`config.mk`:
```
export PLATFORM = sky130hd
export DESIGN_NAME = uart_modem_status_deltas
export DESIGN_NICKNAME = d
export VERILOG_FILES = /design/src/logic/modem_status_pkg.sv /design/src/logic/handshake_link_if.sv /design/src/logic/handshake_line_sense.sv /design/src/logic/uart_modem_status_deltas.sv
export VERILOG_INCLUDE_DIRS = /design/src /design/src/logic
export SDC_FILE = /design/constraint.sdc
export NUM_CORES = 1
export LEC_CHECK = 0
export ABC_CLOCK_PERIOD_IN_PS = 2600
export BUFFER_PORTS_ARGS = -buffer_cell sky130_fd_sc_hd__buf_2
export CORE_ASPECT_RATIO = 0.75
export CORE_MARGIN = 2
export CORE_UTILIZATION = 46
export CTS_CLUSTER_DIAMETER = 120
export DETAILED_ROUTE_END_ITERATION = 12
export PLACE_DENSITY = 0.79
export SLEW_MARGIN = 5
export SYNTH_ARGS = -nofsm -noshare
export SYNTH_HDL_FRONTEND = slang
export SYNTH_SLANG_ARGS = --single-unit
```
`constraint.sdc`:
```
create_clock -name aclk -period 2.6 [get_ports aclk]
set_input_delay 0.13 -clock aclk [delete_from_list [all_inputs] [get_ports aclk]]
set_output_delay 0.13 -clock aclk [all_outputs]
set_load 0.01 [all_outputs]
```
`src/logic/modem_status_map.svh`:
```
/*
  Register map, field positions and reset values of the
  handshake input status block.
  Assumes a 32-bit AXI4-Lite slave in which each register takes one aligned word.
*/
// Overview of operation
// - Status register is read-only; writes change nothing
// - Bit 0 flags CTS change, cleared after read
// - Bit 1 flags DSR change, cleared on read
// - Bit 2 flags RI rising edge only
// - Bit 3 flags DCD change, cleared on read
// - Bit 4 shows inverted CTS, loopback control bit 1
// - Bit 5 shows inverted DSR, loopback control bit 0
// - Bit 6 shows inverted RI, loopback control bit 2
`ifndef MODEM_STATUS_MAP_SVH
`define MODEM_STATUS_MAP_SVH

// ==========================================================================
// Register offsets (byte addresses)
`define MSD_OFS_STATUS 12'h000
`define MSD_OFS_CONTROL 12'h004
`define MSD_OFS_EVENT 12'h008
`define MSD_OFS_MASK 12'h00c

// ==========================================================================
// Line index inside every four-bit vector
`define MSD_LINE_CTS 0
`define MSD_LINE_DSR 1
`define MSD_LINE_RI 2
`define MSD_LINE_DCD 3

// ==========================================================================
// Status register fields
`define MSD_STATUS_DELTA_LSB 0
`define MSD_STATUS_STATE_LSB 4

// ==========================================================================
// Control register fields
`define MSD_CTRL_DSR_BIT 0
`define MSD_CTRL_CTS_BIT 1
`define MSD_CTRL_RI_BIT 2
`define MSD_CTRL_DCD_BIT 3
`define MSD_CTRL_LOOP_BIT 4

// ==========================================================================
// Reset values
`define MSD_RST_DELTA 4'h0
`define MSD_RST_CONTROL 5'h00
`define MSD_RST_EVENT 4'h0
`define MSD_RST_MASK 4'h0
`define MSD_RST_PIN 4'hf

`endif

```
`src/logic/modem_status_pkg.sv`:
```
/*
  Types shared by the handshake input status block.
  Assumes the map header supplies the register constants; the bus response codes are set here.
*/
package modem_status_pkg;

  // ========================================================================
  // Types
  typedef logic [3:0] line_vec_t;

  typedef enum logic [1:0] {
    RESP_OKAY = 2'b00,
    RESP_SLVERR = 2'b10
  } axi_resp_t;

endpackage : modem_status_pkg

```
`src/logic/handshake_link_if.sv`:
```
/*
  Carrier between the status top and its line sensing module.
  Assumes both ends run on the same clock.
*/
`timescale 1ns/1ps
interface handshake_link_if;
  logic loopback;
  modem_status_pkg::line_vec_t loop_state;
  modem_status_pkg::line_vec_t level;
  modem_status_pkg::line_vec_t change;
  modem_status_pkg::line_vec_t rise;

  modport sense (input loopback, input loop_state, output level, output change, output rise);
  modport user (output loopback, output loop_state, input level, input change, input rise);
endinterface : handshake_link_if

```
`src/logic/handshake_line_sense.sv`:
```
/*
  Synchronises the four handshake pins, applies loopback and finds edges.
  Assumes pins are asynchronous and loopback control comes from the same clock.
*/
`timescale 1ns/1ps
`include "modem_status_map.svh"
module handshake_line_sense (
  input wire logic aclk,
  input wire logic aresetn,
  input wire modem_status_pkg::line_vec_t pin,
  handshake_link_if.sense link
);
  modem_status_pkg::line_vec_t sync_a;
  modem_status_pkg::line_vec_t sync_b;
  modem_status_pkg::line_vec_t prev;
  modem_status_pkg::line_vec_t next_sync_a;
  modem_status_pkg::line_vec_t next_sync_b;
  modem_status_pkg::line_vec_t next_prev;
  modem_status_pkg::line_vec_t cur;

  // ========================================================================
  // Next values: two-stage sync, then loopback select at pin polarity
  always_comb begin
    next_sync_a = pin;
    next_sync_b = sync_a;
    // Loopback state bits are asserted-high, so invert to pin polarity
    cur = link.loopback ? ~link.loop_state : sync_b;
    next_prev = cur;
  end

  // Edges compare against last sampled level; only sync_b feeds logic
  assign link.level = cur;
  assign link.change = cur ^ prev;
  assign link.rise = cur & ~prev;

  // ========================================================================
  // Registers; pins idle high so reset to high avoids false edges
  always_ff @(posedge aclk) begin
    if (!aresetn) begin
      sync_a <= `MSD_RST_PIN;
      sync_b <= `MSD_RST_PIN;
      prev <= `MSD_RST_PIN;
    end else begin
      sync_a <= next_sync_a;
      sync_b <= next_sync_b;
      prev <= next_prev;
    end
  end
endmodule : handshake_line_sense

```
`src/logic/uart_modem_status_deltas.sv`:
```
/*
  Handshake input status block of a serial port with an AXI4-Lite slave,
  change flags, loopback control and a masked interrupt.
  Assumes one clock, synchronous active-low reset and asynchronous pins.
*/
// Our own choices: the AXI4-Lite register port and the placing of the registers.
`timescale 1ns/1ps
`include "modem_status_map.svh"
module uart_modem_status_deltas #(
  parameter int ADDR_W = 12
) (
  input wire logic aclk,
  input wire logic aresetn,
  input wire logic cts_n,
  input wire logic dsr_n,
  input wire logic ri_n,
  input wire logic dcd_n,
  input wire logic [ADDR_W-1:0] awaddr,
  input wire logic [2:0] awprot,
  input wire logic awvalid,
  output logic awready,
  input wire logic [31:0] wdata,
  input wire logic [3:0] wstrb,
  input wire logic wvalid,
  output logic wready,
  output logic [1:0] bresp,
  output logic bvalid,
  input wire logic bready,
  input wire logic [ADDR_W-1:0] araddr,
  input wire logic [2:0] arprot,
  input wire logic arvalid,
  output logic arready,
  output logic [31:0] rdata,
  output logic [1:0] rresp,
  output logic rvalid,
  input wire logic rready,
  output logic irq
);
  // ========================================================================
  // Declarations
  handshake_link_if link ();
  logic aw_held;
  logic w_held;
  logic [ADDR_W-1:0] waddr;
  logic [31:0] wdat;
  logic [3:0] wstb;
  logic next_awready, next_wready, next_bvalid, next_arready, next_rvalid;
  logic next_aw_held, next_w_held;
  logic [ADDR_W-1:0] next_waddr;
  logic [31:0] next_wdat, next_rdata;
  logic [3:0] next_wstb;
  logic [1:0] next_bresp, next_rresp;
  logic wr_fire, rd_fire;
  logic [11:0] wr_ofs, rd_ofs;
  modem_status_pkg::line_vec_t delta, next_delta;
  modem_status_pkg::line_vec_t event_st, next_event_st;
  modem_status_pkg::line_vec_t mask, next_mask;
  modem_status_pkg::line_vec_t ev;
  modem_status_pkg::line_vec_t state;
  logic [4:0] control, next_control;
  logic next_irq;

  // ========================================================================
  // Line sensing
  handshake_line_sense sense (
    .aclk(aclk),
    .aresetn(aresetn),
    .pin({dcd_n, ri_n, dsr_n, cts_n}),
    .link(link)
  );

  // Loopback sources, each line from its own control bit
  assign link.loopback = control[`MSD_CTRL_LOOP_BIT];
  assign link.loop_state[`MSD_LINE_CTS] = control[`MSD_CTRL_CTS_BIT];
  assign link.loop_state[`MSD_LINE_DSR] = control[`MSD_CTRL_DSR_BIT];
  assign link.loop_state[`MSD_LINE_RI] = control[`MSD_CTRL_RI_BIT];
  assign link.loop_state[`MSD_LINE_DCD] = control[`MSD_CTRL_DCD_BIT];

  // Live state is the complement of the pin (or the loopback bit itself)
  assign state = ~link.level;

  // Flag events: any change on CTS, DSR, DCD; rising pin only on RI
  assign ev[`MSD_LINE_CTS] = link.change[`MSD_LINE_CTS];
  assign ev[`MSD_LINE_DSR] = link.change[`MSD_LINE_DSR];
  assign ev[`MSD_LINE_RI] = link.rise[`MSD_LINE_RI];
  assign ev[`MSD_LINE_DCD] = link.change[`MSD_LINE_DCD];

  // ========================================================================
  // Bus handshakes
  assign wr_fire = aw_held & w_held & ~bvalid;
  assign rd_fire = arvalid & arready;
  // Word-aligned byte offset; the cast keeps it at the 12 bits of the map
  assign wr_ofs = 12'({waddr[ADDR_W-1:2], 2'b00});
  assign rd_ofs = 12'({araddr[ADDR_W-1:2], 2'b00});

  // Address and data are taken in either order and held until both are in
  always_comb begin
    next_aw_held = aw_held;
    next_w_held = w_held;
    next_waddr = waddr;
    next_wdat = wdat;
    next_wstb = wstb;
    next_bvalid = bvalid;
    next_bresp = bresp;
    next_rvalid = rvalid;
    next_rdata = rdata;
    next_rresp = rresp;
    next_arready = arready;
    if (awvalid && awready) begin
      next_aw_held = 1'b1;
      next_waddr = awaddr;
    end
    if (wvalid && wready) begin
      next_w_held = 1'b1;
      next_wdat = wdata;
      next_wstb = wstrb;
    end
    if (bvalid && bready) begin
      next_bvalid = 1'b0;
    end
    if (wr_fire) begin
      next_aw_held = 1'b0;
      next_w_held = 1'b0;
      next_bvalid = 1'b1;
      unique case (wr_ofs)
        `MSD_OFS_STATUS, `MSD_OFS_CONTROL, `MSD_OFS_EVENT, `MSD_OFS_MASK: begin
          next_bresp = modem_status_pkg::RESP_OKAY;
        end
        default: begin
          next_bresp = modem_status_pkg::RESP_SLVERR;
        end
      endcase
    end
    // One read at a time: arready drops until the data is taken
    if (rvalid && rready) begin
      next_rvalid = 1'b0;
      next_arready = 1'b1;
    end
    if (rd_fire) begin
      next_arready = 1'b0;
      next_rvalid = 1'b1;
      next_rresp = modem_status_pkg::RESP_OKAY;
      unique case (rd_ofs)
        `MSD_OFS_STATUS: next_rdata = {24'h00_0000, state, delta};
        `MSD_OFS_CONTROL: next_rdata = {27'h000_0000, control};
        `MSD_OFS_EVENT: next_rdata = {28'h000_0000, event_st};
        `MSD_OFS_MASK: next_rdata = {28'h000_0000, mask};
        default: begin
          next_rdata = 32'h0000_0000;
          next_rresp = modem_status_pkg::RESP_SLVERR;
        end
      endcase
    end
    // Ready falls while a channel is held or a response is pending
    next_awready = ~next_aw_held & ~next_bvalid;
    next_wready = ~next_w_held & ~next_bvalid;
  end

  always_ff @(posedge aclk) begin
    if (!aresetn) begin
      aw_held <= 1'b0;
      w_held <= 1'b0;
      waddr <= '0;
      wdat <= 32'h0000_0000;
      wstb <= 4'h0;
      awready <= 1'b0;
      wready <= 1'b0;
      bvalid <= 1'b0;
      bresp <= 2'h0;
      arready <= 1'b0;
      rvalid <= 1'b0;
      rdata <= 32'h0000_0000;
      rresp <= 2'h0;
    end else begin
      aw_held <= next_aw_held;
      w_held <= next_w_held;
      waddr <= next_waddr;
      wdat <= next_wdat;
      wstb <= next_wstb;
      awready <= next_awready;
      wready <= next_wready;
      bvalid <= next_bvalid;
      bresp <= next_bresp;
      // Readies rise at the first edge after reset release
      arready <= next_arready | (~arready & ~rvalid);
      rvalid <= next_rvalid;
      rdata <= next_rdata;
      rresp <= next_rresp;
    end
  end

  // ========================================================================
  // Flags, control, interrupt
  // Reading the status word clears its flags, but a new edge in the same
  // cycle wins so the event shows on the next read instead of being lost.
  always_comb begin
    next_delta = delta;
    next_event_st = event_st;
    next_control = control;
    next_mask = mask;
    if (rd_fire && (rd_ofs == `MSD_OFS_STATUS)) begin
      next_delta = `MSD_RST_DELTA;
    end
    // Only byte lane 0 holds writable bits; status writes are dropped
    if (wr_fire && wstb[0]) begin
      unique case (wr_ofs)
        `MSD_OFS_CONTROL: next_control = wdat[4:0];
        `MSD_OFS_EVENT: next_event_st = event_st & ~wdat[3:0];
        `MSD_OFS_MASK: next_mask = wdat[3:0];
        default: next_control = control;
      endcase
    end
    next_delta = next_delta | ev;
    next_event_st = next_event_st | ev;
    next_irq = |(next_event_st & next_mask);
  end

  always_ff @(posedge aclk) begin
    if (!aresetn) begin
      delta <= `MSD_RST_DELTA;
      event_st <= `MSD_RST_EVENT;
      control <= `MSD_RST_CONTROL;
      mask <= `MSD_RST_MASK;
      irq <= 1'b0;
    end else begin
      delta <= next_delta;
      event_st <= next_event_st;
      control <= next_control;
      mask <= next_mask;
      irq <= next_irq;
    end
  end
endmodule : uart_modem_status_deltas

```
; ---- After elaboration in Yosys (flattened, before gate mapping)
; Cells that the tools add are included.
; W data, S select, Z words.
[word_totals]
register_bits = 91
inputBits = 77
out_inout_bits = 42
wordCells = 82
[classes]
eq_ne = 6
muxes = 19
n_bitwise = 23
n_reduce_logical = 13
[ops]
columns = cell, count
row1 = $eq A10 B2 Y1 const B, 4
row2 = $pmux W8 S4, 1
row3 = $logic_not A12 Y1, 2
row4 = $mux W4, 6
row5 = $eq A10 B1 Y1 const B, 2
row6 = $not A4 Y4, 3
row7 = $reduce_or A4 Y1, 3
row8 = $mux W1, 10
row9 = $and A4 B4 Y4, 2
row10 = $or A4 B4 Y4, 2
row11 = $and A1 B1 Y1, 6
row12 = $logic_and A1 B1 Y1, 6
row13 = $not A1 Y1, 6
row14 = $mux W2, 2
row15 = $xor A4 B4 Y4, 1
row16 = $and A3 B3 Y3, 1
row17 = $not A3 Y3, 1
row18 = $reduce_and A2 Y1, 1
row19 = $reduce_bool A2 Y1, 1
row20 = $or A1 B1 Y1, 1

; ---- Depth between registers and ports, before layout
; Gate-level depths: netlist (run 1).
[logic_depth]
depth_word = 7
mapped_depth = 6
depth_no_buf = 5

; ---- Hierarchy
; From an unflattened synthesis (run 1), not the netlist that was laid out.
[hier_totals]
hier_cells = 303
area_unflattened_um2 = 2780.2
[by_module_without_submodules]
columns = module, n_inst, cells_each, area_each_um2, seq_area_each_um2
row1 = uart_modem_status_deltas, 1, 249, 2270.9, 1021.0
row2 = handshake_line_sense, 1, 54, 509.2, 240.2

; ---- Least setup slack after synthesis (run 1)
; OpenSTA, ideal clock, no wires.
[synth_timing]
path_type = reg-to-reg
from = reg waddr[8]
to = reg irq
setup_time_ns = 0.125
t_arrival_ns = 2.077
required_time_ns = 2.475
path_slack_ns = 0.398
stages_incl_launch_ff = 7
cell_sequence = dfxtp_1 or4_1 or4_1 buf_2 mux2i_1 nor3_1 o41a_1
[synth_between]
elab_chain_cells = 6
word_cells_on_any_way = 9
classes_between = 2 x eq/ne / 4 x mux / 2 x bitwise / 1 x reduce/logical
[synth_lines]
columns = item, line_no
row1 = "start, declared", uart_modem_status_deltas.sv:44  ; logic [ADDR_W-1:0] waddr;
row2 = "start signal, assigned", uart_modem_status_deltas.sv:177  ; waddr <= next_waddr;
row3 = $eq A10 B2 Y1, uart_modem_status_deltas.sv:206  ; unique case (wr_ofs)
row4 = $mux W4, uart_modem_status_deltas.sv:206
row5 = $mux W4, uart_modem_status_deltas.sv:205  ; if (wr_fire && wstb[0]) begin
row6 = $or A4 B4 Y4, uart_modem_status_deltas.sv:214  ; next_event_st = next_event_st | ev;
row7 = $and A4 B4 Y4 (*), uart_modem_status_deltas.sv:215  ; next_irq = |(next_event_st & next_mask);
row8 = $reduce_or A4 Y1 (*), uart_modem_status_deltas.sv:215
row9 = "end signal, assigned", uart_modem_status_deltas.sv:230  ; irq <= next_irq;
row10 = "end, declared", uart_modem_status_deltas.sv:37  ; output logic irq
; Mark *: on every way between the ends. The rest lies on a longest branch, timed or not.
; A chain may end at the register's enable or synchronous reset.

; ---- Worst setup path in the final report (run 1)
; Same ends and word-level chain as after synthesis.

==> impl_metrics.csv, run 1 <==
group,metric,value,unit
power,cellLeakagePower,1.38,nW
power,power_frac_seq,50.8,%
min_path,hold_depth,3,
floorplanning,die-area,6260,sq um
finish,antenna_cells,0,
critical_path,critPathCaptureType,"flip-flop",
power,ir_worst_vdd,366,uV
critical_path,critPathMaxFanout,4,
timing,tightest_slew,0.748,ns
critical_path,crit_path_start_kind,"flip-flop",
place,post-dp-hpwl,3690,um
floorplanning,fp-row-count,23,
clock_network,cts_buffer_depth,2,
floorplanning,dieWidth,90.7,um
critical_path,cpMaxStageDelayCell,"or4_1",
min_path,whs_endpoint,"waddr[7]",
critical_path,crit_type,"flip-flop to flip-flop",
grt,grt_pass1_wl,8420,um
synthesis,synth_cells,284,
grt,grt_max_degree,46,
power,power_density,666,nW/um^2
synthesis,synth-seq-cells,63,
clock_network,clk_pin_slew,0.07,ns
drt,first_pass_iters,4,
floorplanning,ioPinCount,119,
power,p_sw,0.000468,W
synthesis,postSynthAreaPerCell,9.12,sq um
critical_path,r2r_slack,0.19,ns
place,gp_congestion,0.794,
timing,clock_skew,0.00663,ns
drt,post_drt_via_cell_ratio,4.92,
clock_network,clock-sinks,63,
grt,grt-ovfl-total,0,
clock_network,ctsRootBufferMaster,"clkbuf_8",
timing,max_freq,0.415,GHz
clock_network,numCtsBuffers,9,
critical_path,cp_data_required_time,2.82,ns
timing,rsz0062_at_grt,"no",
critical_path,path_cells,"or4_1 > or4_1 > mux2i_1 > nor3_1 > o41a_1",
drt,vias,2057,
grt,met1_usage,20.4,%
synthesis,ys_async_sr_fraction,0,%
finish,syn_to_final_growth,17.4,%
synthesis,synth_area,2590,sq um
synthesis,dominantRegCellSynth,"dfxtp_1",
finish,post-route-util,56.5,%
finish,layout.nets,416,
critical_path,reg2reg_to,"irq",
drt,drt_iter0_markers,99,
clock_network,clock_latency,0.33,ns
synthesis,yosys_warnings,0,
drt,wl_per_cell,12.2,um
timing,slew_headroom,50.1,%
timing,maxSlewViolCount,0,
min_path,hp-start,"awaddr[7]",
clock_network,cts_max_level,3,
synthesis,synth-seq-area-share,48.7,%
synthesis,synth-edff-count,0,
power,pwr-share-clk,40.8,%
grt,met2_usage,27.6,%
grt,antenna_found_initial,0,
drt,drt.antenna.violating_nets,0,
timing,setup_tns,0,ns
timing,finalHoldViolCount,0,
floorplanning,fp.coreArea,5380,sq um
timing,min_period,2.41,ns
grt,grt_usage,17.0,%
critical_path,arrival,2.63,ns
grt,gr-max-usage-layer,"met2",
grt,grt_util_met3,7.87,%
run,cap_violations,0,
timing,fin_crit_sh,92.6,%
floorplanning,dieHeight,69,um
power,power_frac_comb,8.4,%
floorplanning,initial_utilization,48.2,%
power,power_switching_share,23.1,%
clock_network,cts_tree,"done",
min_path,hp-class,"primary input to flip-flop",
synthesis,synth_cell_types,39,
status,status,"finished, final reports clean",
timing,setup_viol,0,
critical_path,cp_common_cell,"or4_1",
place,portBuffers,52,
critical_path,reg2reg_depth,5,
critical_path,timing.rr.start,"waddr[8]",
drt,drc,0,
grt,grt_pass1_vias,1907,
critical_path,critPathMaxStageDelay,0.69,ns
power,p_int,0.00156,W
clock_network,postCtsSetupBuffers,0,
finish,drive_gt1_share,22.4,%
power,total_power,0.00203,W
drt,drt_wl_total,5080,um
layout make-up:
cell class / instances / area, sq um
repair buffers: 58 / 315
clock buffers: 11 / 151
clock inverters: 4 / 45.0
fillers: 499 / 2340
inverters: 8 / 30.0
flip-flops and latches: 63 / 1260
well taps: 75 / 93.8
multi-input cells: 199 / 1150
flip-flops by register name, indices dropped and copies added (netlist names), 4 cells and up:
| signal | count |
|---|---|
| waddr | 10 |
| sense.next_sync_b | 4 |
| event_st | 4 |
| wdat | 5 |
| sense.prev | 4 |
| control | 5 |
| mask | 4 |
| sense.sync_b | 4 |
| rdata | 8 |
| delta | 4 |
per-layer routing:
metal / vias to the layer above / part of all wire, %
met2: 62 / 47
li1: 1027 / -
met3: 6 / 7.5
met1: 962 / 44
met5: - / 0
met4: 0 / 0.69
timing repair:
item / 4_1_cts / 5_1_grt
gates resized for setup: 0 / 0
hold buffers: 4 / 0
endpoints found under the hold margin: 4 / 0
endpoints found under the setup margin: 0 / 0
worst max-delay path by stage:
stage / startpoint / depth (start not counted) / endpoint / slack [ns]
2_1_floorplan: waddr[8] / 6 / irq / 0.40
3_3_place_gp: waddr[8] / 5 / irq / 0.22
3_5_place_dp: waddr[8] / 5 / irq / 0.21
4_1_cts: waddr[8] / 5 / irq / 0.19
5_1_grt: waddr[8] / 5 / irq / 0.15
6_report: waddr[8] / 5 / irq / 0.19
logic make-up (layout without fill, tap and decap cells):
kind of cell | count (synthesis) | after routing | share of synthesized area (%)
simple gates | 110 | 110 | 20.9
flops | 63 | 63 | 48.7
buf+inv | 47 | 81 | 10.7
compound gates | 44 | 44 | 10.5
mux | 16 | 16 | 8.11
xor+xnor | 3 | 3 | 1.01
other cells | 1 | 26 | 0.145
worst max-delay path, delay by kind of cell (launching register included):
family / cells / cell delay, ns
compound gates: 1 / 0.41
simple gates: 3 / 1.31
mux: 1 / 0.25
flops: 1 / 0.32
power groups by stage:
stage                     combinational, W  sequential, W  clock (W)
after detailed placement          0.000165        0.00105          0
after global placement            0.000160        0.00105          0
final                             0.000169        0.00103   0.000828
after CTS                         0.000170        0.00103   0.000851
after floorplan                   0.000141        0.00105          0
after global routing              0.000191        0.00103   0.000902
Yosys cell counts, drive strengths merged (2+ instances only):
master / number / area [sq um]
nand2b: 14 / 87.6
a22oi: 5 / 37.5
xnor2: 3 / 26.3
or4: 5 / 37.5
nor3: 4 / 20.0
a31oi: 5 / 31.3
nor4: 2 / 12.5
nor2: 26 / 97.6
nand3: 9 / 45.0
nand3b: 2 / 15.0
a21boi: 2 / 15.0
mux2i: 12 / 120
o21ai: 3 / 15.0
a21oi: 23 / 115
mux4: 4 / 90.1
dfxtp: 63 / 1260
and3b: 2 / 17.5
or2: 2 / 12.5
and2: 2 / 12.5
and3: 2 / 12.5
nor3b: 2 / 20.0
inv: 8 / 30.0
nand2: 36 / 135
clkbuf: 12 / 47.6
buf: 27 / 200
layout by cell type (no fill, tap or decap), types with 2 or more instances in the layout:
cell           count
xnor2_1            3
or2_2              2
a22oi_1            5
buf_2             52
and3_1             2
mux4_2             4
nor2_1            26
nand2b_1          14
inv_1              7
mux2i_1           12
and3b_1            2
clkinv_2           3
conb_1            26
a31oi_1            5
nor4_1             2
clkbuf_8          11
o21ai_0            2
buf_4              2
dfxtp_1           63
and2_1             2
nand3b_1           2
or4_1              5
a21oi_1           23
nand3_1            9
a21boi_1           2
nand2_1           36
nor3_1             4
dlygate4sd3_1      4
stage by stage:
stage	hold WS [ns]	instance area (sq um)	worst slack, ns	instances
floorplan	0.203	2690	0.398	309
global placement	0.311	2810	0.218	399
detailed placement	0.314	2810	0.212	399
CTS	0.0110	3040	0.192	418
global route	0.0189	3040	0.146	418
finish	0.0240	3040	0.193	418
Note: power is estimated with default switching activity, not from simulation.
==> inputs of run 2 (changes only) <==
--- a/config.mk
+++ b/config.mk
@@ -10,10 +10,10 @@
 export BUFFER_PORTS_ARGS = -buffer_cell sky130_fd_sc_hd__buf_2
 export CORE_ASPECT_RATIO = 0.75
 export CORE_MARGIN = 2
-export CORE_UTILIZATION = 46
+export CORE_UTILIZATION = 40
 export CTS_CLUSTER_DIAMETER = 120
 export DETAILED_ROUTE_END_ITERATION = 12
-export PLACE_DENSITY = 0.79
+export PLACE_DENSITY = 0.7
 export SLEW_MARGIN = 5
 export SYNTH_ARGS = -nofsm -noshare
 export SYNTH_HDL_FRONTEND = slang
==> run 2 against run 1 <==
  * Die area is 14% higher
  * Register-to-register slack worse by 0.03 ns
  * First-iteration DRC count is 3.0% lower
  * Final cell count up 1.4%
  * Via count fell by 0.39%
  * Final area about the same
  * Total power is 1.9% lower
  * Critical path type unchanged
  * Largest cell class unchanged
  * Highest routed layer unchanged
==> impl_metrics.csv, run 2 (synthesis results as in run 1) <==
group,metric,value,unit
grt,grt_pass1_vias,1877,
clock_network,clock_latency,0.33,ns
floorplanning,fp.coreArea,6290,sq um
timing,setup_ws,0.168,ns
timing,max_freq,0.411,GHz
critical_path,arrival,2.65,ns
timing,min_period,2.43,ns
clock_network,cts-resized-gates,0,
grt,grt_max_degree,46,
clock_network,cts_max_level,3,
power,pwr-share-clk,39.7,%
grt,antenna_found_initial,0,
power,p_sw,0.000469,W
critical_path,critPathLaunch,"waddr[8]",
finish,final_common_cell,"dfxtp_1",
timing,tightest_slew,0.753,ns
drt,wl_per_cell,12.4,um
clock_network,numCtsBuffers,9,
floorplanning,die-area,7140,sq um
floorplanning,dieHeight,73.7,um
power,p_int,0.00152,W
clock_network,ctsRootBufferMaster,"clkbuf_8",
run,cap_violations,0,
grt,grt-ovfl-total,0,
finish,layout.nets,415,
finish,largest-register,"waddr",
power,power_frac_comb,8.5,%
timing,clock_skew,0.00530,ns
grt,grt_pass1_wl,8650,um
critical_path,critPathMaxFanout,4,
timing,setup_tns,0,ns
drt,vias,2049,
timing,setup_viol,0,
finish,final_cell_mix,"dfxtp_1 (63), buf_2 (52), nand2_1 (36)",
clock_network,cts_tree,"done",
place,portBuffers,52,
finish,multi_input_area,1150,sq um
place,place_ws,0.173,ns
drt,drt_iter0_markers,96,
critical_path,cp_data_required_time,2.82,ns
finish,fillers,636,
grt,grt_usage,15.8,%
min_path,hp-class,"primary input to flip-flop",
finish,antenna_cells,0,
timing,slew_headroom,49.7,%
critical_path,r2r_slack,0.17,ns
drt,drt.antenna.violating_nets,0,
place,gp_congestion,0.721,
power,power_frac_seq,51.8,%
drt,first_pass_iters,4,
finish,post-route-util,48.4,%
floorplanning,ioPinCount,119,
finish,layout.cells.non_filler,424,
timing,finalHoldViolCount,0,
drt,post_drt_via_cell_ratio,4.83,
floorplanning,initial_utilization,41.2,%
clock_network,clk_pin_slew,0.06,ns
place,post-dp-hpwl,3820,um
power,ir_worst_vdd,263,uV
critical_path,critPathCaptureType,"flip-flop",
power,power_density,654,nW/um^2
clock_network,cts.hold.buffers_added,4,
finish,largest_register_ffs,10,
finish,top_regs,"waddr (10), rdata (8)",
critical_path,critPathCapture,"irq",
power,power_switching_share,23.6,%
finish,seqCellArea,1260,sq um
timing,rsz0062_at_grt,"no",
critical_path,crit_type,"flip-flop to flip-flop",
clock_network,cts_buffer_depth,2,
timing,maxSlewViolCount,0,
critical_path,reg2reg_to,"irq",
finish,syn_to_final_growth,17.3,%
drt,drt_wl_total,5270,um
critical_path,reg2reg_depth,5,
critical_path,timing.rr.start,"waddr[8]",
clock_network,clock-sinks,63,
place,dp_cells,404,
critical_path,crit_path_start_kind,"flip-flop",
floorplanning,dieWidth,96.9,um
finish,drive_gt1_share,22.4,%
status,status,"finished, final reports clean",
floorplanning,fp-row-count,25,
clock_network,postCtsSetupBuffers,0,
drt,drc,0,
power,cellLeakagePower,1.38,nW
timing,fin_crit_sh,93.5,%
==> run 2: layer usage <==
metal	global-route usage [%]	routed length, um
met5	0	0
met4	6.73	69
met3	5.90	298
met2	26.2	2470
met1	18.9	2430
==> run 2: worst max-delay path: stages, from the launching register on <==
cell	delay, ns
dfxtp_1	0.32
or4_1	0.53
or4_1	0.70
mux2i_1	0.27
a31oi_1	0.09
o41a_1	0.42
==> run 2: area by class of cell <==
class	instances	area share (%)
well taps	81	3.33
clock buffers	13	5.88
flip-flops and latches	63	41.5
inverters	8	0.988
clock inverters	3	0.494
repair buffers	57	10.1
multi-input cells	199	37.7
==> run 2: power groups by stage <==
stage / Combinational (W) / Sequential, W / Clock, W
2_1_floorplan: 0.000141 / 0.00105 / 0
3_3_place_gp: 0.000161 / 0.00105 / 0
3_5_place_dp: 0.000164 / 0.00105 / 0
4_1_cts: 0.000170 / 0.00103 / 0.000815
5_1_grt: 0.000191 / 0.00104 / 0.000863
6_report: 0.000169 / 0.00103 / 0.000789
==> run 2: how the worst min path moves through the flow <==
| stage | startpoint | end | depth (start not counted) | slack [ns] |
|---|---|---|---|---|
| floorplan | aresetn | sense.next_sync_b[0] | 1 | 0.20 |
| global placement | dcd_n | sense.next_sync_b[3] | 2 | 0.31 |
| detailed placement | dcd_n | sense.next_sync_b[3] | 2 | 0.31 |
| CTS | awaddr[4] | waddr[4] | 3 | 0.02 |
| global route | awaddr[6] | waddr[6] | 3 | 0.03 |
| finish | awaddr[4] | waddr[4] | 3 | 0.03 |
==> run 2: metrics by stage <==
step / instance area [sq um] / power [W] / hold slack (ns)
3_3_place_gp: 2810 / 0.00121 / 0.313
5_1_grt: 3040 / 0.00209 / 0.0280
2_1_floorplan: 2690 / 0.00119 / 0.203
6_report: 3040 / 0.00199 / 0.0311
4_1_cts: 3040 / 0.00202 / 0.0184
3_5_place_dp: 2810 / 0.00122 / 0.313
==> inputs of run 3 (changes only) <==
--- a/config.mk
+++ b/config.mk
@@ -8,12 +8,15 @@
 export LEC_CHECK = 0
 export ABC_CLOCK_PERIOD_IN_PS = 2600
 export BUFFER_PORTS_ARGS = -buffer_cell sky130_fd_sc_hd__buf_2
+export CELL_PAD_IN_SITES_DETAIL_PLACEMENT = 0
+export CELL_PAD_IN_SITES_GLOBAL_PLACEMENT = 1
 export CORE_ASPECT_RATIO = 0.75
 export CORE_MARGIN = 2
-export CORE_UTILIZATION = 40
+export CORE_UTILIZATION = 35
+export CTS_BUF_LIST = sky130_fd_sc_hd__clkbuf_4
 export CTS_CLUSTER_DIAMETER = 120
 export DETAILED_ROUTE_END_ITERATION = 12
-export PLACE_DENSITY = 0.7
+export PLACE_DENSITY_LB_ADDON = 0.1
 export SLEW_MARGIN = 5
 export SYNTH_ARGS = -nofsm -noshare
 export SYNTH_HDL_FRONTEND = slang
==> run 3 against run 2 <==
  * Sequential share of layout area fell by 1.3 points
  * Total power fell by 13%
  * Critical path depth did not move
  * Clock-buffer cell count fell by 2
  * Largest power group unchanged
  * Register-to-register slack improved by 0.05 ns
  * Combinational power rose by 12%
  * Critical endpoint unchanged
  * First-iteration DRC count fell by 44%
  * Die area rose by 14%
==> impl_metrics.csv, run 3 (synthesis results as in run 1) <==
group,metric,value,unit
status,status,"finished, final reports clean",
floorplanning,initial_utilization,35.7,%
timing,max_freq,0.420,GHz
finish,post-route-util,43.2,%
min_path,whs_endpoint,"rresp[1]",
timing,finalHoldViolCount,0,
finish,largest-register,"waddr",
clock_network,ctsRootBufferMaster,"clkbuf_4",
drt,drc,0,
power,ir_worst_vdd,214,uV
finish,top_regs,"waddr (10), rdata (8)",
finish,multi_input_area,1150,sq um
grt,grt-ovfl-total,0,
finish,layout.nets,432,
clock_network,clock_latency,0.38,ns
finish,fillers,765,
floorplanning,fp-row-count,27,
drt,first_pass_iters,4,
place,post-dp-hpwl,3940,um
run,cap_violations,0,
drt,drt_iter0_markers,54,
min_path,hold_depth,3,
clock_network,cts_tree,"done",
finish,drive_gt1_share,20.9,%
drt,drt.antenna.violating_nets,0,
finish,seqCellArea,1260,sq um
floorplanning,dieWidth,103,um
timing,rsz0062_at_grt,"no",
clock_network,clock-sinks,63,
finish,final_common_cell,"dfxtp_1",
timing,setup_tns,0,ns
timing,tightest_slew,0.793,ns
clock_network,cts_buffer_depth,2,
critical_path,arrival,2.65,ns
timing,whs,0.0290,ns
finish,largest_register_ffs,10,
drt,drt_wl_total,5710,um
timing,min_period,2.38,ns
timing,maxSlewViolCount,0,
critical_path,critPathMaxFanout,4,
finish,antenna_cells,0,
timing,clock_skew,0.00678,ns
clock_network,cts_max_level,3,
clock_network,clk_pin_slew,0.09,ns
critical_path,r2r_slack,0.22,ns
timing,fin_crit_sh,91.6,%
timing,setup_viol,0,
critical_path,crit_path_start_kind,"flip-flop",
drt,vias,2084,
place,gp_congestion,0.767,
grt,grt_usage,15.3,%
drt,post_drt_via_cell_ratio,4.54,
timing,slew_headroom,47.1,%
grt,grt_max_degree,46,
grt,grt_pass1_wl,9210,um
critical_path,reg2reg_depth,5,
min_path,hp-start,"arvalid",
power,cellLeakagePower,1.40,nW
critical_path,reg2reg_to,"irq",
floorplanning,die-area,8110,sq um
clock_network,numCtsBuffers,9,
critical_path,timing.rr.start,"waddr[8]",
floorplanning,fp.coreArea,7260,sq um
drt,wl_per_cell,12.4,um
place,portBuffers,52,
critical_path,cp_data_required_time,2.87,ns
floorplanning,ioPinCount,119,
power,power_density,551,nW/um^2
finish,final_cell_mix,"dfxtp_1 (63), buf_2 (52), nand2_1 (36)",
place,place_area,2840,sq um
critical_path,critPathCaptureType,"flip-flop",
grt,grt_pass1_vias,1925,
finish,syn_to_final_growth,21.1,%
min_path,hp-class,"primary input to flip-flop",
grt,antenna_found_initial,0,
critical_path,crit_type,"flip-flop to flip-flop",
finish,final_area,3140,sq um
floorplanning,dieHeight,78.5,um
==> run 3: through the flow <==
stage	total power (W)	setup WS, ns	cells
6_report	0.00173	0.219	459
2_1_floorplan	0.00119	0.398	309
5_1_grt	0.00183	0.115	459
3_3_place_gp	0.00122	0.130	425
3_5_place_dp	0.00122	0.119	425
4_1_cts	0.00176	0.0906	459
==> run 3: routing by layer <==
layer / part of all wire [%] / wire, um / track usage, % / vias up
met5: 0 / 0 / 0 / -
met4: 0.67 / 38 / 4.34 / 0
met3: 4.8 / 274 / 6.14 / 4
met2: 44 / 2490 / 22.8 / 53
met1: 51 / 2910 / 20.2 / 963
li1: - / - / - / 1064
==> run 3: final cells by class <==
type	count	area share (%)
flip-flops and latches	63	40.2
multi-input cells	199	36.6
repair buffers	74	15.2
well taps	101	4.03
clock buffers	11	2.63
inverters	8	0.957
clock inverters	3	0.399
==> run 3: how the worst max path moves through the flow <==
| stage | start | slack (ns) | endpoint |
|---|---|---|---|
| after global routing | waddr[8] | 0.11 | irq |
| final | waddr[8] | 0.22 | irq |
| after floorplan | waddr[8] | 0.40 | irq |
| after detailed placement | waddr[8] | 0.12 | irq |
| after global placement | waddr[8] | 0.13 | irq |
| after CTS | waddr[8] | 0.09 | irq |
==> run 3: critical path: stages, from the launching register on <==
cell and delay [ns]:
dfxtp_1 0.33, or4_1 0.54, or4_4 0.62, mux2i_1 0.24, nor3_1 0.10, o41a_1 0.45
==> run 3: repair_timing <==
| action | in CTS | in global routing |
|---|---|---|
| hold endpoints to repair | 20 | 0 |
| gates resized for setup | 0 | 1 |
| buffers inserted | 0 | 0 |
| hold buffers | 20 | 0 |
| setup endpoints to repair | 0 | 1 |
==> run 3: report_power, final <==
part           switching (W)  internal (W)  total, W
Combinational       0.000102     0.0000866  0.000189
Sequential         0.0000262       0.00100   0.00103
Clock               0.000310      0.000201  0.000511
Total               0.000439       0.00129   0.00173
